## src/include/sto_pkg.sv

```systemverilog
// Package for the safe torque off restart controller.
// Assumes a single pclk domain at 125 MHz and APB register access.
package sto_pkg;
   // ************************************************************
   // Register map
   // ************************************************************
   localparam logic [7:0] ADDR_MODE    = 8'h00; // Mode selector
   localparam logic [7:0] ADDR_STATUS  = 8'h04; // Live state
   localparam logic [7:0] ADDR_RESET   = 8'h08; // Software reset command
   localparam logic [7:0] ADDR_EVENTS  = 8'h0C; // Sticky event bits
   localparam logic [7:0] ADDR_CLEAR   = 8'h10; // Event clear, write-one
   localparam logic [7:0] ADDR_ENABLE  = 8'h14; // Interrupt enable
   localparam logic [7:0] ADDR_OPTION  = 8'h18; // Thermistor card present

   // ************************************************************
   // Mode selector values and reset value
   // ************************************************************
   localparam logic [3:0] MODE_STO_ALARM    = 4'h1; // Restart prevention
   localparam logic [3:0] MODE_STO_WARN     = 4'h3; // Automatic restart
   localparam logic [3:0] MODE_THERM_ALARM  = 4'h4; // Thermistor only, alarm
   localparam logic [3:0] MODE_THERM_WARN   = 4'h5; // Thermistor only, alarm, same as selector four
   localparam logic [3:0] MODE_MIX_ALARM    = 4'h6; // Mixed, restart prevention
   localparam logic [3:0] MODE_MIX_WARN     = 4'h7; // Mixed, automatic restart
   localparam logic [3:0] MODE_MIX_AW       = 4'h8; // Mixed, automatic restart
   localparam logic [3:0] MODE_MIX_WA       = 4'h9; // Mixed, restart prevention
   localparam logic [3:0] MODE_RESET        = MODE_STO_ALARM;

   // ************************************************************
   // Event bit positions
   // ************************************************************
   localparam int EV_ALARM     = 0; // Torque-off alarm code
   localparam int EV_WARNING   = 1; // Torque-off warning code
   localparam int EV_DANGEROUS = 2; // Dangerous failure alarm
   localparam int EV_RESUME    = 3; // Normal operation resumed
   localparam int EV_W         = 4; // Number of events

   // ************************************************************
   // Timing
   // ************************************************************
   localparam int CLK_MHZ       = 125;          // pclk rate
   localparam int RESPONSE_US   = 10000;        // Response limit, 10 ms
   localparam int RESPONSE_CYC  = RESPONSE_US * CLK_MHZ; // Longest, cycles

   // State of the torque-off controller
   typedef enum logic [1:0] {
      ST_RUN,       // Rotating field allowed
      ST_OFF,       // Torque off, input low
      ST_WAIT_RST,  // Input back, waiting for reset
      ST_LOCKED     // Dangerous failure, reset needed
   } sto_state_t;

   // Status bundle shown to software
   typedef struct packed {
      logic       sto_active;   // Torque-off indication
      logic       brake_engage; // Mechanical brake engaged
      logic       drive_enable; // Output stage enabled
      logic       input_level;  // Synchronised input
   } sto_status_t;
endpackage

```

## src/sto_restart_ctrl.sv

```systemverilog
// Safe torque off and restart controller with APB registers.
// Assumes the safe stop input, trip output and reset pins are asynchronous.
`timescale 1ns/1ns
module sto_restart_ctrl (
   input  wire logic        pclk,                    // 125 MHz clock
   input  wire logic        presetn,                 // Async reset, low
   input  wire logic        psel,                    // APB select
   input  wire logic        penable,                 // APB enable
   input  wire logic        pwrite,                  // APB direction
   input  wire logic [7:0]  paddr,                   // APB address
   input  wire logic [31:0] pwdata,                  // APB write data
   output logic             pready,                  // APB ready
   output logic [31:0]      prdata,                  // APB read data
   output logic             pslverr,                 // APB error
   input  wire logic        safe_stop_input,         // Safety input pin
   input  wire logic        thermistor_trip_output,  // Card trip pin, low = trip
   input  wire logic        reset_digital_input_n,   // Reset digital input, low
   input  wire logic        reset_key_n,             // Panel reset key, low
   output logic             drive_enable,            // Output stage enable
   output logic             brake_engage,            // Mechanical brake
   output logic             sto_active,              // Torque-off indication
   output logic             torque_off_alarm_code,   // Alarm code active
   output logic             torque_off_warning_code, // Warning code active
   output logic             dangerous_failure_alarm, // Dangerous failure
   output logic             irq                      // Interrupt, level
);

   // ************************************************************
   // Input synchronisers
   // ************************************************************
   logic [1:0] sync_stop;   // Safety input stages
   logic [1:0] sync_trip;   // Card trip stages
   logic [1:0] sync_din;    // Digital reset stages
   logic [1:0] sync_key;    // Key reset stages
   logic       stop_ok;     // Supply present
   logic       trip_ok;     // Card not tripped
   logic       din_rst;     // Digital reset level
   logic       key_rst;     // Key reset level

   // Two flops for each pin before any use
   always_ff @(posedge pclk or negedge presetn) begin
      if (!presetn) begin
         sync_stop <= 2'h0;
         sync_trip <= 2'h0;
         sync_din  <= 2'h3;
         sync_key  <= 2'h3;
      end else begin
         sync_stop <= {sync_stop[0], safe_stop_input};
         sync_trip <= {sync_trip[0], thermistor_trip_output};
         sync_din  <= {sync_din[0], reset_digital_input_n};
         sync_key  <= {sync_key[0], reset_key_n};
      end
   end

   assign stop_ok = sync_stop[1];
   assign trip_ok = sync_trip[1];
   assign din_rst = ~sync_din[1];
   assign key_rst = ~sync_key[1];

   // ************************************************************
   // Reset edge detection
   // ************************************************************
   logic din_q;      // Previous digital reset
   logic key_q;      // Previous key reset
   logic bus_rst;    // Bus reset pulse
   logic reset_req;  // Any reset edge

   // Edge registers for the pin resets
   always_ff @(posedge pclk or negedge presetn) begin
      if (!presetn) begin
         din_q <= 1'b0;
         key_q <= 1'b0;
      end else begin
         din_q <= din_rst;
         key_q <= key_rst;
      end
   end

   assign reset_req = bus_rst | (din_rst & ~din_q) | (key_rst & ~key_q);

   // ************************************************************
   // Mode decoding
   // ************************************************************
   logic [3:0] mode;        // Selector register
   logic       card_fitted; // Thermistor card present

   // Automatic restart for this selector and card setting
   function automatic logic is_auto(input logic [3:0] m, input logic card);
      if (card)
         is_auto = (m == sto_pkg::MODE_MIX_WARN) || (m == sto_pkg::MODE_MIX_AW)
                   || (m == sto_pkg::MODE_STO_WARN);
      else
         is_auto = (m == sto_pkg::MODE_STO_WARN);
   endfunction

   // Selector value legal for the card setting
   function automatic logic mode_legal(input logic [3:0] m, input logic card);
      if (m == sto_pkg::MODE_STO_ALARM || m == sto_pkg::MODE_STO_WARN)
         mode_legal = 1'b1;
      else if (m >= sto_pkg::MODE_THERM_ALARM && m <= sto_pkg::MODE_MIX_WA)
         mode_legal = card;
      else
         mode_legal = 1'b0;
   endfunction

   logic auto_mode;   // Automatic restart selected
   logic sto_only;    // Modes without card handling
   logic therm_only;  // Card-only modes
   logic stop_low;    // Input removed
   logic danger;      // Misconfiguration trip

   assign auto_mode  = is_auto(mode, card_fitted);
   assign sto_only   = (mode == sto_pkg::MODE_STO_ALARM) || (mode == sto_pkg::MODE_STO_WARN);
   assign therm_only = (mode == sto_pkg::MODE_THERM_ALARM) || (mode == sto_pkg::MODE_THERM_WARN);
   assign stop_low   = ~stop_ok;
   // Card trip in plain modes, relay trip in card-only modes
   assign danger = stop_low & card_fitted &
                   ((sto_only & ~trip_ok) | (therm_only & trip_ok));

   // ************************************************************
   // Torque-off state machine
   // ************************************************************
   sto_pkg::sto_state_t state;       // Current state
   sto_pkg::sto_state_t next_state;  // Next state

   // Next state selection
   always_comb begin
      next_state = state;
      case (state)
         sto_pkg::ST_RUN: begin
            if (danger)
               next_state = sto_pkg::ST_LOCKED;
            else if (stop_low)
               next_state = sto_pkg::ST_OFF;
         end
         sto_pkg::ST_OFF: begin
            if (danger)
               next_state = sto_pkg::ST_LOCKED;
            else if (stop_ok && auto_mode)
               next_state = sto_pkg::ST_RUN;
            else if (stop_ok)
               next_state = sto_pkg::ST_WAIT_RST;
         end
         sto_pkg::ST_WAIT_RST: begin
            // Misconfiguration trip while waiting locks at once
            if (danger)
               next_state = sto_pkg::ST_LOCKED;
            else if (stop_low)
               next_state = sto_pkg::ST_OFF;
            else if (reset_req)
               next_state = sto_pkg::ST_RUN;
         end
         default: begin
            // Locked: reset only once supply is back
            if (stop_ok && reset_req)
               next_state = sto_pkg::ST_RUN;
         end
      endcase
   end

   // State register, torque off after reset
   always_ff @(posedge pclk or negedge presetn) begin
      if (!presetn)
         state <= sto_pkg::ST_OFF;
      else
         state <= next_state;
   end

   // ************************************************************
   // Drive outputs, registered
   // ************************************************************
   logic alarm_mode;  // Alarm rather than warning
   assign alarm_mode = ~auto_mode;

   // Output stage and indications
   always_ff @(posedge pclk or negedge presetn) begin
      if (!presetn) begin
         drive_enable            <= 1'b0;
         brake_engage            <= 1'b1;
         sto_active              <= 1'b1;
         torque_off_alarm_code   <= 1'b0;
         torque_off_warning_code <= 1'b0;
         dangerous_failure_alarm <= 1'b0;
      end else begin
         // Enable only in run and only with supply present
         drive_enable <= (next_state == sto_pkg::ST_RUN) & stop_ok;
         brake_engage <= (next_state != sto_pkg::ST_RUN);
         sto_active   <= (next_state != sto_pkg::ST_RUN);
         if (state == sto_pkg::ST_RUN && next_state == sto_pkg::ST_OFF) begin
            torque_off_alarm_code   <= alarm_mode;
            torque_off_warning_code <= ~alarm_mode;
         end else if (next_state == sto_pkg::ST_RUN) begin
            torque_off_alarm_code   <= 1'b0;
            torque_off_warning_code <= 1'b0;
         end
         dangerous_failure_alarm <= (next_state == sto_pkg::ST_LOCKED);
      end
   end

   // ************************************************************
   // Event detection and interrupt
   // ************************************************************
   logic [sto_pkg::EV_W-1:0] events;     // Sticky status
   logic [sto_pkg::EV_W-1:0] ev_enable;  // Interrupt enables
   logic [sto_pkg::EV_W-1:0] ev_set;     // Set pulses
   logic [sto_pkg::EV_W-1:0] ev_clr;     // Clear pulses
   logic                     goes_off;   // Entering torque off

   assign goes_off = (state == sto_pkg::ST_RUN) && (next_state != sto_pkg::ST_RUN);
   assign ev_set[sto_pkg::EV_ALARM]     = goes_off & alarm_mode;
   assign ev_set[sto_pkg::EV_WARNING]   = goes_off & ~alarm_mode;
   assign ev_set[sto_pkg::EV_DANGEROUS] = (next_state == sto_pkg::ST_LOCKED) &&
                                          (state != sto_pkg::ST_LOCKED);
   assign ev_set[sto_pkg::EV_RESUME]    = (state != sto_pkg::ST_RUN) &&
                                          (next_state == sto_pkg::ST_RUN);

   // Sticky bits, set wins over clear
   always_ff @(posedge pclk or negedge presetn) begin
      if (!presetn)
         events <= '0;
      else
         events <= (events & ~ev_clr) | ev_set;
   end

   assign irq = |(events & ev_enable);

   // ************************************************************
   // APB slave
   // ************************************************************
   logic wr_en;  // Write access phase
   logic rd_en;  // Read access phase

   assign pready  = 1'b1;
   assign wr_en   = psel & penable & pwrite;
   assign rd_en   = psel & penable & ~pwrite;
   assign bus_rst = wr_en && (paddr == sto_pkg::ADDR_RESET) && pwdata[0];
   assign ev_clr  = (wr_en && paddr == sto_pkg::ADDR_CLEAR) ?
                    pwdata[sto_pkg::EV_W-1:0] : '0;

   // Writable configuration
   always_ff @(posedge pclk or negedge presetn) begin
      if (!presetn) begin
         mode        <= sto_pkg::MODE_RESET;
         ev_enable   <= '0;
         card_fitted <= 1'b0;
      end else if (wr_en) begin
         if (paddr == sto_pkg::ADDR_MODE) begin
            if (mode_legal(pwdata[3:0], card_fitted))
               mode <= pwdata[3:0];
         end else if (paddr == sto_pkg::ADDR_ENABLE) begin
            ev_enable <= pwdata[sto_pkg::EV_W-1:0];
         end else if (paddr == sto_pkg::ADDR_OPTION) begin
            card_fitted <= pwdata[0];
         end
      end
   end

   sto_pkg::sto_status_t status;  // Live status word
   assign status = '{sto_active: sto_active, brake_engage: brake_engage,
                     drive_enable: drive_enable, input_level: stop_ok};

   // Read data, registered in the setup phase; the error below is combinational
   always_ff @(posedge pclk or negedge presetn) begin
      if (!presetn) begin
         prdata  <= 32'h0000_0000;
      end else if (psel && !penable && !pwrite) begin
         if (paddr == sto_pkg::ADDR_MODE)
            prdata <= {28'h0, mode};
         else if (paddr == sto_pkg::ADDR_STATUS)
            prdata <= {26'h0, state, status};
         else if (paddr == sto_pkg::ADDR_EVENTS)
            prdata <= {28'h0, events};
         else if (paddr == sto_pkg::ADDR_ENABLE)
            prdata <= {28'h0, ev_enable};
         else if (paddr == sto_pkg::ADDR_OPTION)
            prdata <= {31'h0, card_fitted};
         else
            prdata <= 32'h0000_0000;
      end
   end

   // Unmapped accesses or write-only reads answer with an error
   always_comb begin
      pslverr = 1'b0;
      if (psel && penable) begin
         if (paddr > sto_pkg::ADDR_OPTION || paddr[1:0] != 2'h0)
            pslverr = 1'b1;
         else if (!pwrite && (paddr == sto_pkg::ADDR_RESET || paddr == sto_pkg::ADDR_CLEAR))
            pslverr = 1'b1;
      end
   end
endmodule

```

## config.mk

```make
export PLATFORM = sky130hd
export DESIGN_NAME = sto_restart_ctrl
export DESIGN_NICKNAME = d
export VERILOG_FILES = /design/src/include/sto_pkg.sv /design/src/sto_restart_ctrl.sv
export SDC_FILE = /design/constraint.sdc
export NUM_CORES = 1
export LEC_CHECK = 0
export BUFFER_PORTS_ARGS = -buffer_cell sky130_fd_sc_hd__clkbuf_2
export CAP_MARGIN = 40
export CORE_UTILIZATION = 45
export DETAILED_ROUTE_END_ITERATION = 8
export PLACE_DENSITY = 0.75
export SETUP_SLACK_MARGIN = 0.4
export SYNTH_ARGS = -nofsm -noshare
export SYNTH_HDL_FRONTEND = slang
export SYNTH_SLANG_ARGS = --single-unit
export TNS_END_PERCENT = 20
```

## constraint.sdc

```tcl
create_clock -name pclk -period 2.72 [get_ports pclk]
set_clock_uncertainty 0.15 [all_clocks]
set_input_delay 0.408 -clock pclk [delete_from_list [all_inputs] [get_ports pclk]]
set_output_delay 0.408 -clock pclk [all_outputs]
set_load 0.05 [all_outputs]
```

Word-level counts from Yosys, hierarchy flattened --
Index checks and enable logic that the tools add are counted. Widths: inputs -> output; s select.
Word-level totals: register bits after elaboration 62, input bits 49, output and inout port bits 41, logic and storage cells 127
Cells by class: order comparisons 3, equality and inequality tests 19, muxes and demuxes 27, bitwise logic cells 27, reduce and logical (&&, ||, !) cells 34
Operator list (number):
- $eq 8x5->1 const B | 3
- $mux 2 | 9
- $eq 8x4->1 const B | 2
- $logic_and 1x1->1 | 14
- $eq 4x3->1 const B | 3
- $mux 1 | 12
- $mux 4 | 3
- $mux 6 | 2
- $and 1x1->1 | 11
- $not 1->1 | 9
- $and 4x4->4 | 2
- $eq 4x1->1 const B | 2
- $eq 4x2->1 const B | 2
- $eq 8x3->1 const B | 1
- $gt 8x5->1 const B | 1
- $logic_not 8->1 | 1
- $reduce_bool 2->1 | 4
- $logic_or 1x1->1 | 7
- $pmux 2 s3 | 1
- $reduce_and 3->1 | 2
- $eq 2x1->1 const B | 2
- $eq 2x2->1 const B | 2
- $eq 4x4->1 const B | 1
- $ge 4x3->1 const B | 1
- other kinds (9) | 13

Depth between registers and ports, before layout --
depth in word-level cells 14, depth in mapped cells 5, mapped depth without buffers 4

Least setup slack after synthesis --
OpenSTA, ideal clock, no wires.
path kind input-to-output, start in paddr[4], end out pslverr, data arrival time 1974 ps, data required time 2162 ps, slack 188 ps, stages on the path 4, buffers on the path 1, path through clkbuf_1 > inv_1 > or3_1 > a31oi_1
Between the ends: cells in the longest elaborated chain, start to end 6, elaborated cells on any way between the ends 9, classes of those cells 1 x order compare; 2 x eq/ne; 3 x mux; 3 x reduce/logical
Ends and longest elaborated chain:
- start: declaration | RTL line sto_restart_ctrl.sv:10 | input wire logic [7:0] paddr,
- parallel branches: the longest is 4 deep, another holds $gt 8x5->1
- $mux 1 (*) | RTL line sto_restart_ctrl.sv:286 | if (paddr > sto_pkg::ADDR_OPTION || paddr[1:0] != 2'h0)
- $mux 1 (*) | RTL line sto_restart_ctrl.sv:285 | if (psel && penable) begin
- end: declaration | RTL line sto_restart_ctrl.sv:14 | output logic pslverr,
Mark *: on every way between the ends.

Final worst setup path --
start in paddr[2], end out pslverr
Same word-level chain as after synthesis.

==> results by group <==
Logic synthesis
  • Sequential share of the synthesized area: 0.456
  • Ys Warns: 0
  • Cells after synthesis: 196
  • Post-synth design cell area: approximately 0.002 mm^2
  • #FFs+latches synth: 36
  • Most used flip-flop cell after synthesis: dfrtp_1
  • Post-synth EDFFs: 0
  • Fraction of registers with async set/reset: 1.00
  • Mean post-synth cell area: 10.2 um^2
  • Library cells used by synthesis: 54

Final layout
  • Most frequent cells in the layout: 33 x clkbuf_2, 29 x dfrtp_1, 27 x conb_1
  • Seq. cell area: around 910 um^2
  • Most common cell after layout, fill and taps aside: clkbuf_2
  • NumNets Final: 280
  • Layout cells sized above 1: 0.297
  • Multi-input gate area: around 920 um^2
  • Syn-to-layout area delta: 11.4%
  • Fillcell total: 387
  • Diodes inserted: 0
  • Final instance area: 0.00222 mm^2

STA
  • Finish-stage setup viols: 0
  • Fmax: approximately 0.44 GHz
  • Worst-Margin Slew: a little over 0.6 ns
  • Max-slew headroom: 0.595
  • RSZ-0062 raised after global routing: false
  • Setup_tns: 0 ns
  • Fin crit share: 0.834
  • Final Hold Fails: 0
  • Final Slew Violations: 0
  • Final min period: 2.27 ns

Setup path
  • Worst Path Arrival: 1.71 ns
  • WP data required: 2.16 ns
  • CP Class: primary input to output pin
  • CP Launch Type: primary input
  • CP Max Fanout: 15
  • Crit path capture type: output pin

Hold path
  • Worst Hold Class: primary input to flop

Clocking
  • # clock sinks: 36
  • CTS tree: yes
  • Reg clk slew, reported paths: 0.07 ns
  • Clk Latency, worst-skew pair: 0.28 ns
  • H-tree levels: 2
  • Clk buf depth: 2
  • TritonCTS buffer count: 5
  • CTS root buf: clkbuf_8

Drt
  • DR vias: 1482
  • ANT nets after route: 0
  • Drt wl/cell: around 13 um
  • Detailed Route WL: 3.77 mm
  • Via-to-Cell Ratio: 5.26
  • Drt drc: 0
  • DR pass1 iterations: 5
  • DRT iter0 DRCs: 102

Placed design
  • RD Place Congestion: around 0.83
  • Port Buffers: 34
  • Placed cell area: 0.00212 mm^2
  • Hpwl dp: 2.90 mm

Global route
  • Total global-route track usage: 0.177
  • Initial antenna violation count: 0
  • GRT overflow: 0
  • Pin count of the biggest net entering global routing: 23
  • First-pass GRT wire length: just under 6 mm
  • Vias in the first global route: around 1200

Pwr
  • Pwr/cell area: 556 mW/mm^2
  • P_leak: 0.00101 uW
  • Worst VDD drop: 426 uV

Floorplanning
  • Die H: 68.6 um
  • Die W: ~69 um
  • Core Rows: 23
  • Die area: approximately 0.0047 mm^2
  • Core area: 0.00412 mm^2
  • Initial Util: 0.485
  • # IOs: 90

Job
  • Max_cap viols: 0

Run status
  • Status: finished clean
-- through the flow --
step                      setup slack (ns)  hold WS [ns]   util  instances  power [uW]
final                                0.452        0.0519  0.540        282        1240
after CTS                            0.413        0.0358  0.540        282        1260
after floorplan                      0.498       -0.0376      -        221         843
after global routing                 0.410        0.0293  0.540        282        1300
after detailed placement             0.413         0.192  0.516        273         882
after global placement               0.412         0.181  0.509        272         873
-- critical path, cell delays in order --
cell and delay (ns):
clkbuf_2 0.20, or2_2 0.36, or3_1 0.33, a31oi_2 0.16
clkbuf_4 0.25
-- Yosys cell counts (2+ instances only) --
library cell   n  area (um^2)
buf_4         28          210
a22oi_1        2         15.0
nor2b_1        5         31.3
o41ai_1        2         17.5
mux2_2         4         45.0
nand2_1       17         63.8
nor2_1         6         22.5
a31oi_1        4         25.0
clkbuf_1       5         18.8
o211ai_1       4         30.0
a21oi_1        5         25.0
nand3b_1       4         30.0
o21ai_0        4         20.0
a22o_1         3         26.3
or3_1          4         25.0
mux2_4         4         60.1
nor3_1         9         45.0
o221ai_1       2         17.5
or2_2          2         12.5
nand3_1        4         20.0
o22ai_1        2         12.5
dfrtp_1       29          726
dfstp_2        7          184
nand2b_1       4         25.0
conb_1         2         7.51
inv_1          6         22.5
-- cell families (layout without fill, tap and decap cells) --
logic type	count (synthesis)	count (layout)	synth area share
AOI/OAI and AO/OA	38	38	0.139
muxes	9	9	0.0583
other	2	27	0.00376
buffers and inverters	40	51	0.132
and+or+nand+nor	71	71	0.211
DFF	36	36	0.456
-- where the power goes --
part           switching [uW]  leakage [uW]  total [uW]  internal (uW)
registers                25.2      0.000438         594            569
clock network             187     0.0000479         365            178
logic                     218      0.000525         278           60.0
total                     430       0.00101        1240            807
-- cell type report --
type,count,share of cell area
clock inverters,3,0.00844
multi-input cells,145,0.415
flip-flops and latches,36,0.409
repair buffers,37,0.0979
inverters,6,0.0101
clock buffers,5,0.0310
well taps,50,0.0281
-- state kept, by name (all words and copies together), names as in the netlist, 2 cells and up --
signal,cells
prdata,6
sync_trip,2
mode,4
sync_din,2
sync_key,2
events,4
state,2
ev_enable,4
sync_stop,2
-- timing repair --
| item | CTS | global route |
|---|---|---|
| endpoints found under the hold margin | 10 | 0 |
| hold buffers | 1 | 0 |
| endpoints found under the setup margin | 0 | 1 |
| setup buffers | 0 | 0 |
| gates resized for setup | 0 | 2 |
-- routing by layer --
metal,vias to the layer above,track usage,share of wire
li1,725,-,-
met1,702,0.246,0.49
met2,53,0.266,0.45
met3,2,0.0444,0.055
met4,0,0.0625,0.0042
met5,-,0,0
-- worst paths after layout --
| path | slack (ns) | from | cells past startpoint | end |
|---|---|---|---|---|
| worst max-delay path | 0.45 | paddr[2] | 5 | pslverr |
| worst min-delay path | 0.05 | reset_digital_input_n | 1 | sync_din[0] |
| worst max register to register | 0.70 | mode[0] | 4 | torque_off_warning_code |
| worst min register to register | 0.21 | sync_trip[0] | 0 | sync_trip[1] |
| max in group asynchronous | 1.47 | presetn | 3 | mode[0] |
| min in group asynchronous | 0.43 | presetn | 2 | din_q |
Note: power is estimated with default switching activity, not from simulation.
